[src/verilog/fso_test_pkg.sv]
`default_nettype none
package fso_test_pkg;

  // ==========================================================================
  // Register map, byte addresses.
  localparam logic [7:0] ADDR_CTRL     = 8'h00;
  localparam logic [7:0] ADDR_WAIT     = 8'h04;
  localparam logic [7:0] ADDR_INTERVAL = 8'h08;
  localparam logic [7:0] ADDR_STATUS   = 8'h0C;
  localparam logic [7:0] ADDR_REMAIN   = 8'h10;

  // ==========================================================================
  // Field positions.
  localparam int CTRL_ENABLE_BIT = 0;
  localparam int CTRL_MODE_LSB   = 1;
  localparam int CTRL_TRIG_LSB   = 4;
  localparam int CTRL_START_BIT  = 8;
  localparam int STAT_ACTIVE_BIT = 0;
  localparam int STAT_DUE_BIT    = 1;
  localparam int STAT_FAULT_BIT  = 2;
  localparam int STAT_FSTEP_LSB  = 4;
  localparam int STAT_STEP_LSB   = 8;
  localparam int STAT_HIGH_BIT   = 12;
  localparam int STAT_LOW_BIT    = 13;

  // ==========================================================================
  // Values after reset.
  localparam logic        ENABLE_RESET   = 1'b1;
  localparam logic [1:0]  MODE_RESET     = 2'h1;
  localparam logic [1:0]  TRIG_RESET     = 2'h0;
  localparam logic [15:0] WAIT_RESET     = 16'h000A;
  localparam logic [31:0] INTERVAL_RESET = 32'h0000_0E10;

  // ==========================================================================
  // Timing.
  localparam int SYS_CLK_MHZ      = 50;
  localparam int MON_CYCLE_US     = 1000;
  localparam int MON_CYCLE_CYCLES = MON_CYCLE_US * SYS_CLK_MHZ;

  // ==========================================================================
  // Test pattern, bit n belongs to step n.
  localparam int          STEP_COUNT = 5;
  localparam logic [2:0]  LAST_STEP  = 3'h4;
  localparam logic [4:0]  PAT_HIGH   = 5'h0A;
  localparam logic [4:0]  PAT_LOW    = 5'h06;
  localparam logic [4:0]  EXP_MODE1  = 5'h08;
  localparam logic [4:0]  EXP_MODE2  = 5'h11;
  localparam logic [4:0]  EXP_MODE3  = 5'h1D;
  localparam logic [1:0]  MODE_ONE   = 2'h1;
  localparam logic [1:0]  MODE_TWO   = 2'h2;
  localparam logic [1:0]  MODE_THREE = 2'h3;

  // ==========================================================================
  // Types.
  typedef enum logic [1:0] {
    SEQ_IDLE,
    SEQ_WAIT
  } seq_e;

  typedef struct packed {
    logic       test_active_alarm;
    logic       test_due_alarm;
    logic       test_fault;
    logic [2:0] fault_step;
  } alarm_s;

endpackage
`default_nettype wire

[src/verilog/failsafe_output_test_sequencer.sv]
`timescale 1ns/100ps
`default_nettype none

// Notes on behaviour
// [RQ1] A rising edge on the selected trigger source starts one output test.
// [RQ2] Error-free completion reloads the interval timer; expiry raises the due alarm.
// [RQ3] The due alarm is set by every reset, whatever the timer holds.
// [RQ4] Three modes choose the expected feedback pattern and the feedback source.
// [RQ5] The enable bit decides whether output zero is tested with feedback evaluation.
// [RQ6] Each step allows up to the wait time for feedback to be recognized.
// [RQ7] The active alarm stands while the sequence runs.
// [RQ8] The active alarm clears when the sequence completes or faults; the due alarm clears only when it completes.
// [RQ9] A step error raises the fault; its value names the failing step, 1 to 5.
// [RQ10] Whole test stays within eight monitoring cycles plus six wait times.
// [RQ11] Mode one: switches off-off, on-on, off-on, on-off, off-off; feedback 0,0,0,1,0.
// [RQ12] Mode two: same switch steps; read-back expected 1,0,0,0,1.
// [RQ13] Mode three: same switch steps; read-back expected 1,0,1,1,1.
// [RQ14] The outside circuit uses the feedback input for test feedback only.
// [RQ15] Sensors on the failsafe inputs are not exercised by this sequencer.
// [RQ16] Each step drives switches, waits, compares; a mismatch is a step error.
// [RQ17] A faulted test neither reloads the timer nor clears the due alarm.
module failsafe_output_test_sequencer #(
  parameter int MON_CYCLE_CYCLES = fso_test_pkg::MON_CYCLE_CYCLES,
  parameter int TRIG_WIDTH       = 4
) (
  input  wire logic                  sys_clk_in,
  input  wire logic                  rst_n_in,
  input  wire logic                  hsel_in,
  input  wire logic [31:0]           haddr_in,
  input  wire logic [1:0]            htrans_in,
  input  wire logic                  hwrite_in,
  input  wire logic [2:0]            hsize_in,
  input  wire logic [31:0]           hwdata_in,
  input  wire logic                  hready_in,
  output logic      [31:0]           hrdata_out,
  output logic                       hreadyout_out,
  output logic                       hresp_out,
  input  wire logic [TRIG_WIDTH-1:0] trigger_in,
  input  wire logic                  feedback_a_in,
  input  wire logic                  feedback_b_in,
  output logic                       switch_high_out,
  output logic                       switch_low_out,
  output fso_test_pkg::alarm_s       alarms_out
);

  // ==========================================================================
  // State.
  typedef struct packed {
    // Sequencer and timers.
    fso_test_pkg::seq_e    state;
    logic [2:0]            step;
    logic [15:0]           wait_cnt;
    logic [31:0]           interval_cnt;
    logic [31:0]           div_cnt;
    logic                  tick;

    // Pin synchronisers and trigger edge detection.
    logic [TRIG_WIDTH-1:0] trig_meta;
    logic [TRIG_WIDTH-1:0] trig_sync;
    logic                  trig_prev;
    logic                  start_pend;
    logic [1:0]            fb_meta;
    logic [1:0]            fb_sync;

    // Software configuration.
    logic                  enable;
    logic [1:0]            mode;
    logic [1:0]            trig_sel;
    logic [15:0]           wait_time;
    logic [31:0]           interval;

    // Alarms and switch drive.
    logic                  active;
    logic                  due;
    logic                  fault;
    logic [2:0]            fault_step;
    logic                  sw_high;
    logic                  sw_low;

    // Bus data phase.
    logic                  dp_valid;
    logic                  dp_write;
    logic [7:0]            dp_addr;
    logic [31:0]           hrdata;
  } state_s;

  state_s st_q;
  state_s st_d;

  // ==========================================================================
  // Next state.
  always_comb begin
    logic       trig_now;
    logic       fb_now;
    logic [4:0] expect_pat;
    logic       advance;
    logic       step_error;
    logic       fault_set;
    logic       sw_start;
    logic       ap_take;
    logic       sel_write;

    trig_now   = 1'b0;
    fb_now     = 1'b0;
    expect_pat = fso_test_pkg::EXP_MODE1;
    advance    = 1'b0;
    step_error = 1'b0;
    fault_set  = 1'b0;
    sw_start   = 1'b0;
    sel_write  = 1'b0;
    ap_take    = hsel_in && htrans_in[1] && hready_in;
    st_d       = st_q;

    // ========================================================================
    // Pins cross into the clock domain through two flip-flops.
    // Only the two feedback pins are read back; failsafe input sensors are never driven.
    st_d.trig_meta = trigger_in;
    st_d.trig_sync = st_q.trig_meta;
    st_d.fb_meta   = {feedback_b_in, feedback_a_in}; // RQ15
    st_d.fb_sync   = st_q.fb_meta;

    // ========================================================================
    // Monitoring cycle tick, one clock long once every MON_CYCLE_CYCLES clocks.
    // Everything below that steps the test advances on this tick only.
    if (st_q.div_cnt >= 32'(MON_CYCLE_CYCLES - 1)) begin
      st_d.div_cnt = 32'h0000_0000;
      st_d.tick    = 1'b1;
    end else begin
      st_d.div_cnt = st_q.div_cnt + 32'h0000_0001;
      st_d.tick    = 1'b0;
    end

    // ========================================================================
    // Register writes in the data phase.
    // The start bit is a one-clock strobe and is never stored.
    if (st_q.dp_valid && st_q.dp_write) begin
      case (st_q.dp_addr)
        fso_test_pkg::ADDR_CTRL: begin
          st_d.enable   = hwdata_in[fso_test_pkg::CTRL_ENABLE_BIT];
          st_d.mode     = hwdata_in[fso_test_pkg::CTRL_MODE_LSB +: 2];
          st_d.trig_sel = hwdata_in[fso_test_pkg::CTRL_TRIG_LSB +: 2];
          sw_start      = hwdata_in[fso_test_pkg::CTRL_START_BIT];
          sel_write     = 1'b1;
        end
        fso_test_pkg::ADDR_WAIT: begin
          st_d.wait_time = hwdata_in[15:0];
        end
        fso_test_pkg::ADDR_INTERVAL: begin
          st_d.interval = hwdata_in;
        end
        fso_test_pkg::ADDR_STATUS: begin
          if (hwdata_in[fso_test_pkg::STAT_FAULT_BIT]) begin
            st_d.fault      = 1'b0;
            st_d.fault_step = 3'h0;
          end
        end
        default: begin
          // Writes to read-only and unmapped words are dropped.
        end
      endcase
    end

    // ========================================================================
    // Trigger source selection and edge detection.
    // Triggers that arrive while a test runs are dropped, not queued.
    trig_now       = st_q.trig_sync[st_q.trig_sel];
    st_d.trig_prev = trig_now;
    // A new source selection must not look like an edge in its first cycle.
    if (sel_write) begin
      st_d.trig_prev = st_q.trig_sync[st_d.trig_sel];
    end
    if (st_q.state == fso_test_pkg::SEQ_IDLE && ((trig_now && !st_q.trig_prev) || sw_start)) begin
      st_d.start_pend = 1'b1; // RQ1
    end

    // ========================================================================
    // Feedback source and expected pattern per mode.
    // The first matching sample ends a step; a slow answer only uses up wait time.
    case (st_q.mode) // RQ4
      fso_test_pkg::MODE_TWO: begin
        fb_now     = st_q.fb_sync[1];
        expect_pat = fso_test_pkg::EXP_MODE2; // RQ12
      end
      fso_test_pkg::MODE_THREE: begin
        fb_now     = st_q.fb_sync[1];
        expect_pat = fso_test_pkg::EXP_MODE3; // RQ13
      end
      default: begin
        fb_now     = st_q.fb_sync[0];
        expect_pat = fso_test_pkg::EXP_MODE1; // RQ11
      end
    endcase

    // ========================================================================
    // Interval timer, counted in monitoring cycles.
    // It keeps counting during a test and holds its value while the due alarm stands.
    if (st_q.tick && !st_q.due) begin
      if (st_q.interval_cnt == 32'h0000_0000) begin
        st_d.due = 1'b1; // RQ2
      end else begin
        st_d.interval_cnt = st_q.interval_cnt - 32'h0000_0001;
      end
    end

    // ========================================================================
    // Sequencer, stepping once per monitoring cycle.
    if (st_q.tick) begin
      case (st_q.state)
        fso_test_pkg::SEQ_IDLE: begin
          if (st_q.start_pend) begin
            // Step one drives off-off, so the output starts from its safe state.
            st_d.start_pend = 1'b0;
            st_d.active     = 1'b1; // RQ7
            st_d.step       = 3'h0;
            st_d.wait_cnt   = 16'h0000;
            st_d.sw_high    = st_q.enable && fso_test_pkg::PAT_HIGH[0]; // RQ5
            st_d.sw_low     = st_q.enable && fso_test_pkg::PAT_LOW[0];
            st_d.state      = fso_test_pkg::SEQ_WAIT;
          end
        end
        fso_test_pkg::SEQ_WAIT: begin
          // An output left out of the test only runs out its wait on every step.
          if (!st_q.enable) begin
            advance = st_q.wait_cnt >= st_q.wait_time; // RQ5
          end else if (fb_now == expect_pat[st_q.step]) begin
            advance = 1'b1; // RQ16
          end else if (st_q.wait_cnt >= st_q.wait_time) begin
            step_error = 1'b1; // RQ6 RQ16
          end
          if (!advance && !step_error) begin
            st_d.wait_cnt = st_q.wait_cnt + 16'h0001;
          end

          // A fault leaves the interval timer and the due alarm as they stand.
          if (step_error) begin
            fault_set       = 1'b1; // RQ9
            st_d.fault_step = st_q.step + 3'h1; // RQ9
            st_d.active     = 1'b0;
            st_d.sw_high    = 1'b0;
            st_d.sw_low     = 1'b0;
            st_d.state      = fso_test_pkg::SEQ_IDLE; // RQ17
          end else if (advance && st_q.step == fso_test_pkg::LAST_STEP) begin
            // Only a clean pass reloads the timer and drops both alarms.
            st_d.active       = 1'b0; // RQ8
            st_d.due          = 1'b0; // RQ8
            st_d.interval_cnt = st_q.interval; // RQ2
            st_d.sw_high      = 1'b0;
            st_d.sw_low       = 1'b0;
            st_d.state        = fso_test_pkg::SEQ_IDLE;
          end else if (advance) begin
            // The next step's pattern is applied; an untested output stays off.
            st_d.step     = st_q.step + 3'h1;
            st_d.wait_cnt = 16'h0000; // RQ10
            st_d.sw_high  = st_q.enable && fso_test_pkg::PAT_HIGH[st_q.step + 3'h1]; // RQ11
            st_d.sw_low   = st_q.enable && fso_test_pkg::PAT_LOW[st_q.step + 3'h1];
          end
        end
        default: begin
          st_d.state = fso_test_pkg::SEQ_IDLE;
        end
      endcase
    end

    // ========================================================================
    // A fault raised in the cycle of a software clear still stands.
    if (fault_set) begin
      st_d.fault = 1'b1;
    end

    // ========================================================================
    // Address phase capture and read data preparation.
    // Read data stands for the single data phase that follows and is zero otherwise.
    st_d.dp_valid = ap_take;
    st_d.dp_write = ap_take && hwrite_in;
    st_d.dp_addr  = haddr_in[7:0];
    st_d.hrdata   = 32'h0000_0000;
    if (ap_take && !hwrite_in) begin
      case (haddr_in[7:0])
        fso_test_pkg::ADDR_CTRL: begin
          // The start strobe always reads back as zero.
          st_d.hrdata[fso_test_pkg::CTRL_ENABLE_BIT]   = st_q.enable;
          st_d.hrdata[fso_test_pkg::CTRL_MODE_LSB +: 2] = st_q.mode;
          st_d.hrdata[fso_test_pkg::CTRL_TRIG_LSB +: 2] = st_q.trig_sel;
        end
        fso_test_pkg::ADDR_WAIT: begin
          st_d.hrdata[15:0] = st_q.wait_time;
        end
        fso_test_pkg::ADDR_INTERVAL: begin
          st_d.hrdata = st_q.interval;
        end
        fso_test_pkg::ADDR_STATUS: begin
          // The step index counts from zero; the fault value counts from one.
          st_d.hrdata[fso_test_pkg::STAT_ACTIVE_BIT]     = st_q.active;
          st_d.hrdata[fso_test_pkg::STAT_DUE_BIT]        = st_q.due;
          st_d.hrdata[fso_test_pkg::STAT_FAULT_BIT]      = st_q.fault;
          st_d.hrdata[fso_test_pkg::STAT_FSTEP_LSB +: 3] = st_q.fault_step;
          st_d.hrdata[fso_test_pkg::STAT_STEP_LSB +: 3]  = st_q.step;
          st_d.hrdata[fso_test_pkg::STAT_HIGH_BIT]       = st_q.sw_high;
          st_d.hrdata[fso_test_pkg::STAT_LOW_BIT]        = st_q.sw_low;
        end
        fso_test_pkg::ADDR_REMAIN: begin
          st_d.hrdata = st_q.interval_cnt;
        end
        default: begin
          st_d.hrdata = 32'h0000_0000;
        end
      endcase
    end
  end

  // ==========================================================================
  // Registers.
  always_ff @(posedge sys_clk_in or negedge rst_n_in) begin
    if (!rst_n_in) begin
      st_q              <= '0;
      st_q.state        <= fso_test_pkg::SEQ_IDLE;
      st_q.enable       <= fso_test_pkg::ENABLE_RESET;
      st_q.mode         <= fso_test_pkg::MODE_RESET;
      st_q.trig_sel     <= fso_test_pkg::TRIG_RESET;
      st_q.wait_time    <= fso_test_pkg::WAIT_RESET;
      st_q.interval     <= fso_test_pkg::INTERVAL_RESET;
      st_q.interval_cnt <= fso_test_pkg::INTERVAL_RESET;
      // Reset raises the due alarm, so every power-up asks for a test.
      st_q.due          <= 1'b1; // RQ3
    end else begin
      st_q <= st_d;
    end
  end

  // ==========================================================================
  // Outputs.
  // The bus never inserts wait states and always answers OKAY.
  assign hrdata_out                   = st_q.hrdata;
  assign hreadyout_out                = 1'b1;
  assign hresp_out                    = 1'b0;
  assign switch_high_out              = st_q.sw_high;
  assign switch_low_out               = st_q.sw_low;
  assign alarms_out.test_active_alarm = st_q.active;
  assign alarms_out.test_due_alarm    = st_q.due;
  assign alarms_out.test_fault        = st_q.fault;
  assign alarms_out.fault_step        = st_q.fault_step;

endmodule
`default_nettype wire

[config.mk]
export PLATFORM = sky130hd
export DESIGN_NAME = failsafe_output_test_sequencer
export DESIGN_NICKNAME = d
export VERILOG_FILES = /design/src/verilog/fso_test_pkg.sv /design/src/verilog/failsafe_output_test_sequencer.sv
export SDC_FILE = /design/constraint.sdc
export NUM_CORES = 1
export LEC_CHECK = 0
export BUFFER_PORTS_ARGS = -buffer_cell sky130_fd_sc_hd__buf_2
export CORE_MARGIN = 3
export CORE_UTILIZATION = 50
export DETAILED_ROUTE_END_ITERATION = 10
export PLACE_DENSITY = 0.8
export SYNTH_ARGS = -nofsm -noshare
export SYNTH_HDL_FRONTEND = slang
export SYNTH_SLANG_ARGS = --single-unit
[constraint.sdc]
create_clock -name sys_clk_in -period 3 [get_ports sys_clk_in]
set_clock_uncertainty 0.2 [all_clocks]
set_input_delay 0.45 -clock sys_clk_in [delete_from_list [all_inputs] [get_ports sys_clk_in]]
set_output_delay 0.45 -clock sys_clk_in [all_outputs]
set_load 0.01 [all_outputs]
==> impl_metrics.toml, run 1 <==
[setup_path]
crit_slowest_cell = "or4_4"
path_cells = "or3_1 > or4_4 > nor4_4 > nor4b_4 > nand2_1 > xor2_1 > a21oi_2"
reg2reg_slack_ns = 0.08
required_ns = 3.18
critPathArrivalTime_ns = 3.11
reg2reg_depth = 7
worstSetupEndpointType = "register"
path_class = "reg2reg"
cp_slowest_stage_delay_ns = 0.63
worstSetupStartpointType = "register"
path_max_fanout = 7

[yosys]
synth_seq_cells = 201
synth-edff-count = 0
synthArstFlopShare = 1.00
syn_area_um2 = 9470
ys_types = 70
synthCells = 863
synth_area_leaders = "dfrtp_1 50%, mux2_2 7.7%, nor2_1 4.0%"
ys_warn_count = 0
synth_ff_type = "dfrtp_1"
ys_seq_area_frac = 0.533
yosysTopAreaCell = "dfrtp_1"
synth.avg_cell_area_um2 = 11.0
synth_top_area_frac = 0.497

[grt]
grt_pass1_vias = 6966
grt_usage = 0.209
grt_antenna_before_repair = 0
grt_max_degree = 58
grt-ovfl-total = 0
grt_pass1_wl_um = 35300

[sta]
max_freq_ghz = 0.342
finalHoldViolations = 0
worstMarginPinSlew_ns = 0.899
rsz0062_at_grt = "false"
fin_crit_sh = 0.975
final-setup-viol-count = 0
slew_viol_final = 0
fin_tns_setup_ns = 0
slew_headroom = 0.396
finalCriticalPeriod_ns = 2.92

[power]
ir_drop_v = 0.000377
power.leakage_uw = 0.00542
pwr_density_cell_nw_per_um2 = 549

[outcome]
outcome = "complete, no violations"

[detailed_routing]
ant_nets = 0
post_drt_wl_per_cell_um = 17.4
wirelength_um = 21600
drc = 0
via_per_inst = 5.68
drt_iter0_drc = 688
drt_pass1_iterations = 7
route.vias.total = 7047

[final_layout]
final_common_cell = "dfrtp_1"
syn_to_final_growth_pct = 20.0
regArea_um2 = 5050
num_antenna_cells = 0
n_fill_cell = 1434
final_cell_mix = "188 x dfrtp_1, 101 x nor2_1, 90 x buf_2, 65 x mux2_2, 52 x a21oi_1"
finalNetCount = 1098
drive_above_1_share = 0.268
design_area_um2 = 11400
multiInputGateArea_um2 = 3980
final_util = 0.622

[place]
gp_congestion = 0.891
post_dp_cell_area_um2 = 10200
hpwl_um = 14600
port-buffer-count = 91

[clock_network]
cts_max_path_buffers = 3
cts.clk_slew.worst_paths_ns = 0.06
cts.sinks = 201
root_buffer = "clkbuf_16"
cts_tree = "yes"
htree_levels = 1
cts_made_buffers = 22
clkLatencyLatePin_ns = 0.50

[floorplanning]
start_util = 0.519
die_w_um = 144
num_io_pins = 122
dieArea_um2 = 20600
die_h_um = 144
fp.coreArea_um2 = 18300
fp-row-count = 49

[worst_hold_path]
whs_path_depth = 2
worstHoldPathType = "in2reg"

[flow_run]
maxCapViolCount = 0
==> metal layers <==
metal / part of all wire / GRT usage
met5: 0 / 0
met4: 0.035 / 0.0748
met3: 0.053 / 0.0349
met2: 0.50 / 0.363
met1: 0.41 / 0.265
==> per-stage QoR <==
stage               power (µW)  hold WS [ns]  setup WS (ns)  std cells
floorplan                 3200       -0.0456         0.0722        879
finish                    6240        0.0355         0.0752       1240
CTS                       6270        0.0172         0.0766       1239
global route              6480        0.0199        0.00526       1240
detailed placement        3440         0.135        -0.0727       1162
global placement          3430         0.135        -0.0319       1162
==> timing repair <==
item,4_1_cts,5_1_grt
cloned,0,0
gates resized for setup,1,5
endpoints found under the setup margin,33,25
buffers inserted,0,1
hold buffers,38,0
endpoints found under the hold margin,90,0
pin swaps,0,1
==> final timing paths <==
kind / to / startpoint
min in group asynchronous: st_q[40] / rst_n_in
max in group asynchronous: st_q[54] / rst_n_in
worst max register to register: st_q[181] / st_q[152]
worst min register to register: st_q[112] / st_d[112]
worst min-delay path: st_q[57] / hwdata_in[7]
worst max-delay path: st_q[181] / st_q[152]
==> kinds of logic after synthesis <==
kind of cell | share of synthesized area
compound gates | 0.121
xor+xnor | 0.0416
fa+ha+maj | 0.0291
buf+inv | 0.0576
flops | 0.533
mux | 0.0831
other cells | 0.000793
simple gates | 0.135
==> synth_stat cells (14+ instances only) <==
| library cell | count |
|---|---|
| nor2_1 | 102 |
| nor4_1 | 14 |
| dfrtp_1 | 188 |
| inv_1 | 25 |
| o21ai_0 | 17 |
| ha_1 | 22 |
| xor2_1 | 16 |
| nand3_1 | 16 |
| mux2_2 | 65 |
| a21oi_1 | 52 |
| clkbuf_1 | 29 |
| nand2_1 | 39 |
| xnor2_1 | 29 |
| a31oi_1 | 22 |
| buf_4 | 40 |
| a22oi_1 | 21 |
| nor3_1 | 16 |
==> critical path: cells and delay by family, from the launching register on <==
family	cells	cell delay, ns
compound gates	1	0.08
xor+xnor	1	0.20
flops	1	0.43
simple gates	5	1.89
==> report_power, final <==
part | leakage, µW | switching, µW | internal [µW]
registers | 0.00259 | 80.9 | 2810
logic | 0.00245 | 298 | 276
clock network | 0.000374 | 1070 | 1700
total | 0.00542 | 1450 | 4780
==> registers in the layout, summed over array words and instances, names as in the netlist <==
register         cells
st_d                 6
alarms_out           6
switch_low_out       1
switch_high_out      1
st_q               155
hrdata_out          32
==> cell type report <==
cell class | instances | area share
sequential | 201 | 0.444
multi-input combinational | 576 | 0.350
timing repair buffer | 170 | 0.107
tap | 229 | 0.0252
inverter | 25 | 0.00825
clock buffer | 32 | 0.0580
clock inverter | 7 | 0.00836
No activity file was read; power rests on OpenSTA's default activity.
==> inputs of run 2 (changes only) <==
Settings changed: ABC_AREA set to 1.
==> impl_metrics.toml, run 2 <==
[grt]
grt_max_degree = 89
grt_pass1_vias = 8227
grt_usage = 0.221
grt_antenna_before_repair = 1
grt-ovfl-total = 0
grt_pass1_wl_um = 40400

[clock_network]
cts_max_path_buffers = 3
clkLatencyLatePin_ns = 0.52
htree_levels = 1
cts_resized = 0
cts_made_buffers = 23
root_buffer = "clkbuf_16"
cts.clk_slew.worst_paths_ns = 0.06
post-cts-setup-buffer-count = 0
cts_tree = "yes"
hold_buffers = 32
cts.sinks = 201

[yosys]
synthCells = 1247
ys_types = 50
synthArstFlopShare = 1.00
ys_seq_area_frac = 0.488
synth_top_area_frac = 0.455
synth.avg_cell_area_um2 = 8.29
synth_area_leaders = "dfrtp_1 46%, nand2_1 12%, inv_1 4.9%"
synth_ff_type = "dfrtp_1"
synth_commonest_cells = "317 x nand2_1, 188 x dfrtp_1, 134 x inv_1"
yosysTopAreaCell = "dfrtp_1"
ys_warn_count = 0
post-synth-top-count-cell = "nand2_1"
syn_area_um2 = 10300
synth-edff-count = 0
synth_seq_cells = 201

[setup_path]
reg2reg_depth = 15
cp_slowest_stage_delay_ns = 0.52
path_max_fanout = 15
required_ns = 3.21
critPathArrivalTime_ns = 2.88
crit_top_cell = "nand2_1"
worstSetupStartpointType = "register"
worstSetupEndpointType = "register"
path_class = "reg2reg"
crit_slowest_cell = "dfstp_2"
path_cells = "inv_1 > ha_1 > a21oi_1 > nand2_1 > nand2_1 > nand2_1 > nand2_1 > nand2_1 > nand2_2 > nand2_2 > nor2_8 > buf_4 > nand2_1 > nand2_1 > inv_1"

[final_layout]
drive_above_1_share = 0.154
final_cell_mix = "317 x nand2_1, 188 x dfrtp_1, 134 x inv_1, 119 x nor2_1, 90 x buf_2"
largest_reg_flops = 155
num_antenna_cells = 0
regMostFlops = "st_q"
syn_to_final_growth_pct = 15.3
final_common_cell = "nand2_1"
finalNetCount = 1458
final_util = 0.599

[sta]
max_freq_ghz = 0.375
fin_tns_setup_ns = 0
slew_headroom = 0.500
finalHoldViolations = 0
finalCriticalPeriod_ns = 2.67
final-setup-viol-count = 0
worstMarginPinSlew_ns = 0.750
fin_crit_sh = 0.889
rsz0062_at_grt = "false"
slew_viol_final = 0

[detailed_routing]
via_per_inst = 5.24
wirelength_um = 24500
drc = 0
drt_iter0_drc = 808
route.vias.total = 8580
drt_pass1_iterations = 7
post_drt_wl_per_cell_um = 15.0
ant_nets = 0

[place]
port-buffer-count = 91
gp_congestion = 0.892
hpwl_um = 17300

[power]
pwr_density_cell_nw_per_um2 = 684
ir_drop_v = 0.000465
power.leakage_uw = 0.00615

[outcome]
outcome = "complete, no violations"

[floorplanning]
start_util = 0.519
die_w_um = 150
num_io_pins = 122
die_h_um = 150
fp-row-count = 51
fp.coreArea_um2 = 19900
dieArea_um2 = 22400

[worst_hold_path]
whs_path_depth = 3
worstHoldPathType = "in2reg"

[flow_run]
maxCapViolCount = 0
==> run 2: cell count changes after synthesis, sizes merged, moves of 9 or more <==
cell    change
a222oi     -11
a22oi      -16
a31oi      -21
buf        +10
clkbuf     -14
inv       +119
mux2       -49
nand2     +286
nand3      +59
nor2       +20
o21ai      +68
o22ai       +9
xnor2      -21
xor2       +15
==> run 2: power by group <==
part	internal [µW]	leakage [µW]	switching, µW	total (µW)
combinational	740	0.00337	1410	2150
clock	1590	0.000352	1090	2670
sequential	3010	0.00243	320	3330
total	5340	0.00615	2820	8150
==> run 2: routing by layer <==
layer	wire [µm]	share of wire	track usage
met5	7	0.00029	0
met4	453	0.018	0.0549
met3	1680	0.069	0.0391
met2	11800	0.48	0.371
met1	10600	0.43	0.301
==> run 2: worst paths after layout <==
path | from | end | slack [ns]
max | st_q[85] | st_q[179] | 0.33
min | hwdata_in[1] | st_q[83] | 0.02
max reg2reg | st_q[85] | st_q[179] | 0.33
min reg2reg | st_d[110] | st_q[110] | 0.15
max in group asynchronous | rst_n_in | st_q[159] | 1.40
min in group asynchronous | rst_n_in | st_q[191] | 0.35
==> run 2: cells by family (layout without fill, tap and decap cells) <==
family,after synthesis,in the layout,share of synthesized area
AOI/OAI and AO/OA,178,178,0.100
xor gates and xnor gates,39,39,0.0330
adders and majority gates,22,22,0.0266
buffers and inverters,220,329,0.101
DFF,201,201,0.488
muxes,16,16,0.0174
other,2,18,0.000727
and+or+nand+nor,569,569,0.232
==> run 2: worst max-delay path, delay by kind of cell (launching register included) <==
family	cells	cell delay (ns)
fa+ha+maj	1	0.33
simple gates	10	0.98
compound gates	1	0.18
flops	1	0.52
buf+inv	3	0.35
==> run 2: through the flow <==
stage          setup WS (ns)  hold slack [ns]  total power (µW)  cell area (µm²)  cells
6_report               0.332           0.0188              8150            11900   1637
5_1_grt                0.118           0.0271              8680            11900   1637
4_1_cts                0.340          0.00462              8190            11900   1637
3_5_place_dp           0.345            0.135              5470            10900   1564
3_3_place_gp           0.430            0.132              5400            10900   1564
2_1_floorplan          0.687          -0.0456              4920            10400   1263
==> run 2: layout make-up <==
cell class | instances | area, µm²
timing repair buffer | 141 | 957
clock buffer | 35 | 651
tap | 265 | 332
inverter | 147 | 554
fill | 1759 | 7990
clock inverter | 6 | 68.8
multi-input combinational | 842 | 4310
sequential | 201 | 5050
==> inputs of run 3 (changes only) <==
Settings changed: GPL_TIMING_DRIVEN set to 0.
==> impl_metrics.toml, run 3 (synthesized netlist as in run 2, its figures left out) <==
[flow_run]
maxCapViolCount = 0

[grt]
grt_pass1_wl_um = 42400
grt.busiest_layer = "met2"
grt_pass1_vias = 8818
met3_usage = 0.0412
grt_usage = 0.235
grt-ovfl-total = 0
grt_use_met2 = 0.385
grt_max_degree = 112
grtUsageMet1 = 0.320
grt_antenna_before_repair = 0

[detailed_routing]
ant_nets = 0
drt_iter0_drc = 832
via_per_inst = 5.27
drt_pass1_iterations = 5
drc = 0
post_drt_wl_per_cell_um = 15.5
wirelength_um = 26300
route.vias.total = 8921

[place]
gp_congestion = 0.976
port-buffer-count = 91
hpwl_um = 18800
pre_cts_slack_ns = 0.182
post_dp_cell_area_um2 = 11200

[setup_path]
path_class = "in2reg"
path_buf_inv = 4
path_max_fanout = 10
cp_slowest_stage_delay_ns = 0.68
crit_slowest_cell = "nor4_1"
worstSetupEndpointType = "register"
path_cells = "dlygate4sd3_1 > buf_2 > or2_2 > buf_2 > nor4_1 > buf_2 > a22oi_1 > a21oi_1"
critPathArrivalTime_ns = 3.04
worstSetupStartpointType = "input pin"
path_delay_family = "buffers and inverters"
required_ns = 3.19
crit_top_cell = "buf_2"

[floorplanning]
start_util = 0.519
fp-row-count = 51
die_w_um = 150
num_io_pins = 122
dieArea_um2 = 22400
fp.coreArea_um2 = 19900
die_h_um = 150

[sta]
finalWorstSetupSlack_ns = 0.141
hold_slack_ns = 0.00262
slew_viol_final = 0
slew_headroom = 0.459
final-setup-viol-count = 0
rsz0062_at_grt = "false"
fin_crit_sh = 0.953
worstMarginPinSlew_ns = 0.805
max_freq_ghz = 0.350
finalCriticalPeriod_ns = 2.86
finalHoldViolations = 0

[power]
total_power_uw = 8330
ir_drop_v = 0.000523
pwr_density_cell_nw_per_um2 = 679
power.leakage_uw = 0.00638

[worst_hold_path]
worstHoldPathType = "in2reg"

[final_layout]
n_fill_cell = 1739
final_util = 0.617
finalNetCount = 1513
drive_above_1_share = 0.177
regMostFlops = "st_q"
final_common_cell = "nand2_1"
design_area_um2 = 12300
largest_reg_flops = 155
syn_to_final_growth_pct = 18.8
num_antenna_cells = 0
final_cell_mix = "317 x nand2_1, 188 x dfrtp_1, 134 x inv_1, 119 x nor2_1, 97 x buf_2"

[clock_network]
root_buffer = "clkbuf_16"
clkLatencyLatePin_ns = 0.51
cts_made_buffers = 22
cts_tree = "yes"
post-cts-setup-buffer-count = 0
cts_max_path_buffers = 3
htree_levels = 1
cts.clk_slew.worst_paths_ns = 0.06
cts.sinks = 201

[outcome]
outcome = "complete, no violations"
-- run 3: cell count changes in the layout (fill, tap and decap cells not counted), sizes merged --
cell / change
buf: +42
clkbuf: +15
inv: -2
-- run 3: worst register-to-register path: stages, from the launching register on --
cell	delay, ns
dfrtp_1	0.39
inv_1	0.06
ha_1	0.32
a21oi_1	0.17
o21ai_1	0.10
nor2_1	0.31
nand3_1	0.21
nand3_1	0.15
nand2_1	0.15
inv_2	0.13
buf_4	0.19
nand2_1	0.07
o21ai_1	0.13
-- run 3: worst paths after layout --
kind                              start             to  slack, ns  cells after the start
min                        hwdata_in[9]       st_q[59]      0.003                      3
min reg2reg                   st_d[111]      st_q[111]       0.15                      0
max in group asynchronous      rst_n_in       st_q[83]       1.26                      3
max                         haddr_in[1]  hrdata_out[4]       0.14                      8
max reg2reg                    st_q[97]      st_q[191]       0.35                     12
min in group asynchronous      rst_n_in      st_q[194]       0.36                      2
-- run 3: per-stage QoR --
step	instances	setup TNS [ns]
floorplan	1263	0
global placement	1619	-374.72
detailed placement	1620	0
CTS	1692	0
global route	1692	0
finish	1692	0
-- run 3: report_power, final --
group	total (µW)	leakage [µW]	internal [µW]	switching, µW
Sequential	3320	0.00243	3010	308
Combinational	2310	0.00359	787	1520
Clock	2710	0.000361	1640	1070
Total	8330	0.00638	5430	2900
-- run 3: layout make-up --
cell class | instances | area [µm²] | area share
Multi-Input combinational cell | 842 | 4310 | 0.351
Sequential cell | 201 | 5050 | 0.411
Tap cell | 265 | 332 | 0.0270
Clock inverter | 4 | 45.0 | 0.00367
Inverter | 147 | 554 | 0.0452
Clock buffer | 36 | 684 | 0.0558
Buffer | 73 | 493 | 0.0402
Timing Repair Buffer | 124 | 813 | 0.0663
-- run 3: repair_timing --
| item | CTS | global route |
|---|---|---|
| endpoints found under the setup margin | 0 | 1 |
| hold buffers | 32 | 0 |
| endpoints found under the hold margin | 121 | 0 |
| gates resized for setup | 0 | 1 |
-- run 3: routing by layer --
layer  vias up  routed length, µm
met4         0                795
met5         -                  0
met2       362              12300
met3        55               2020
li1       4280                  -
met1      4224              11200
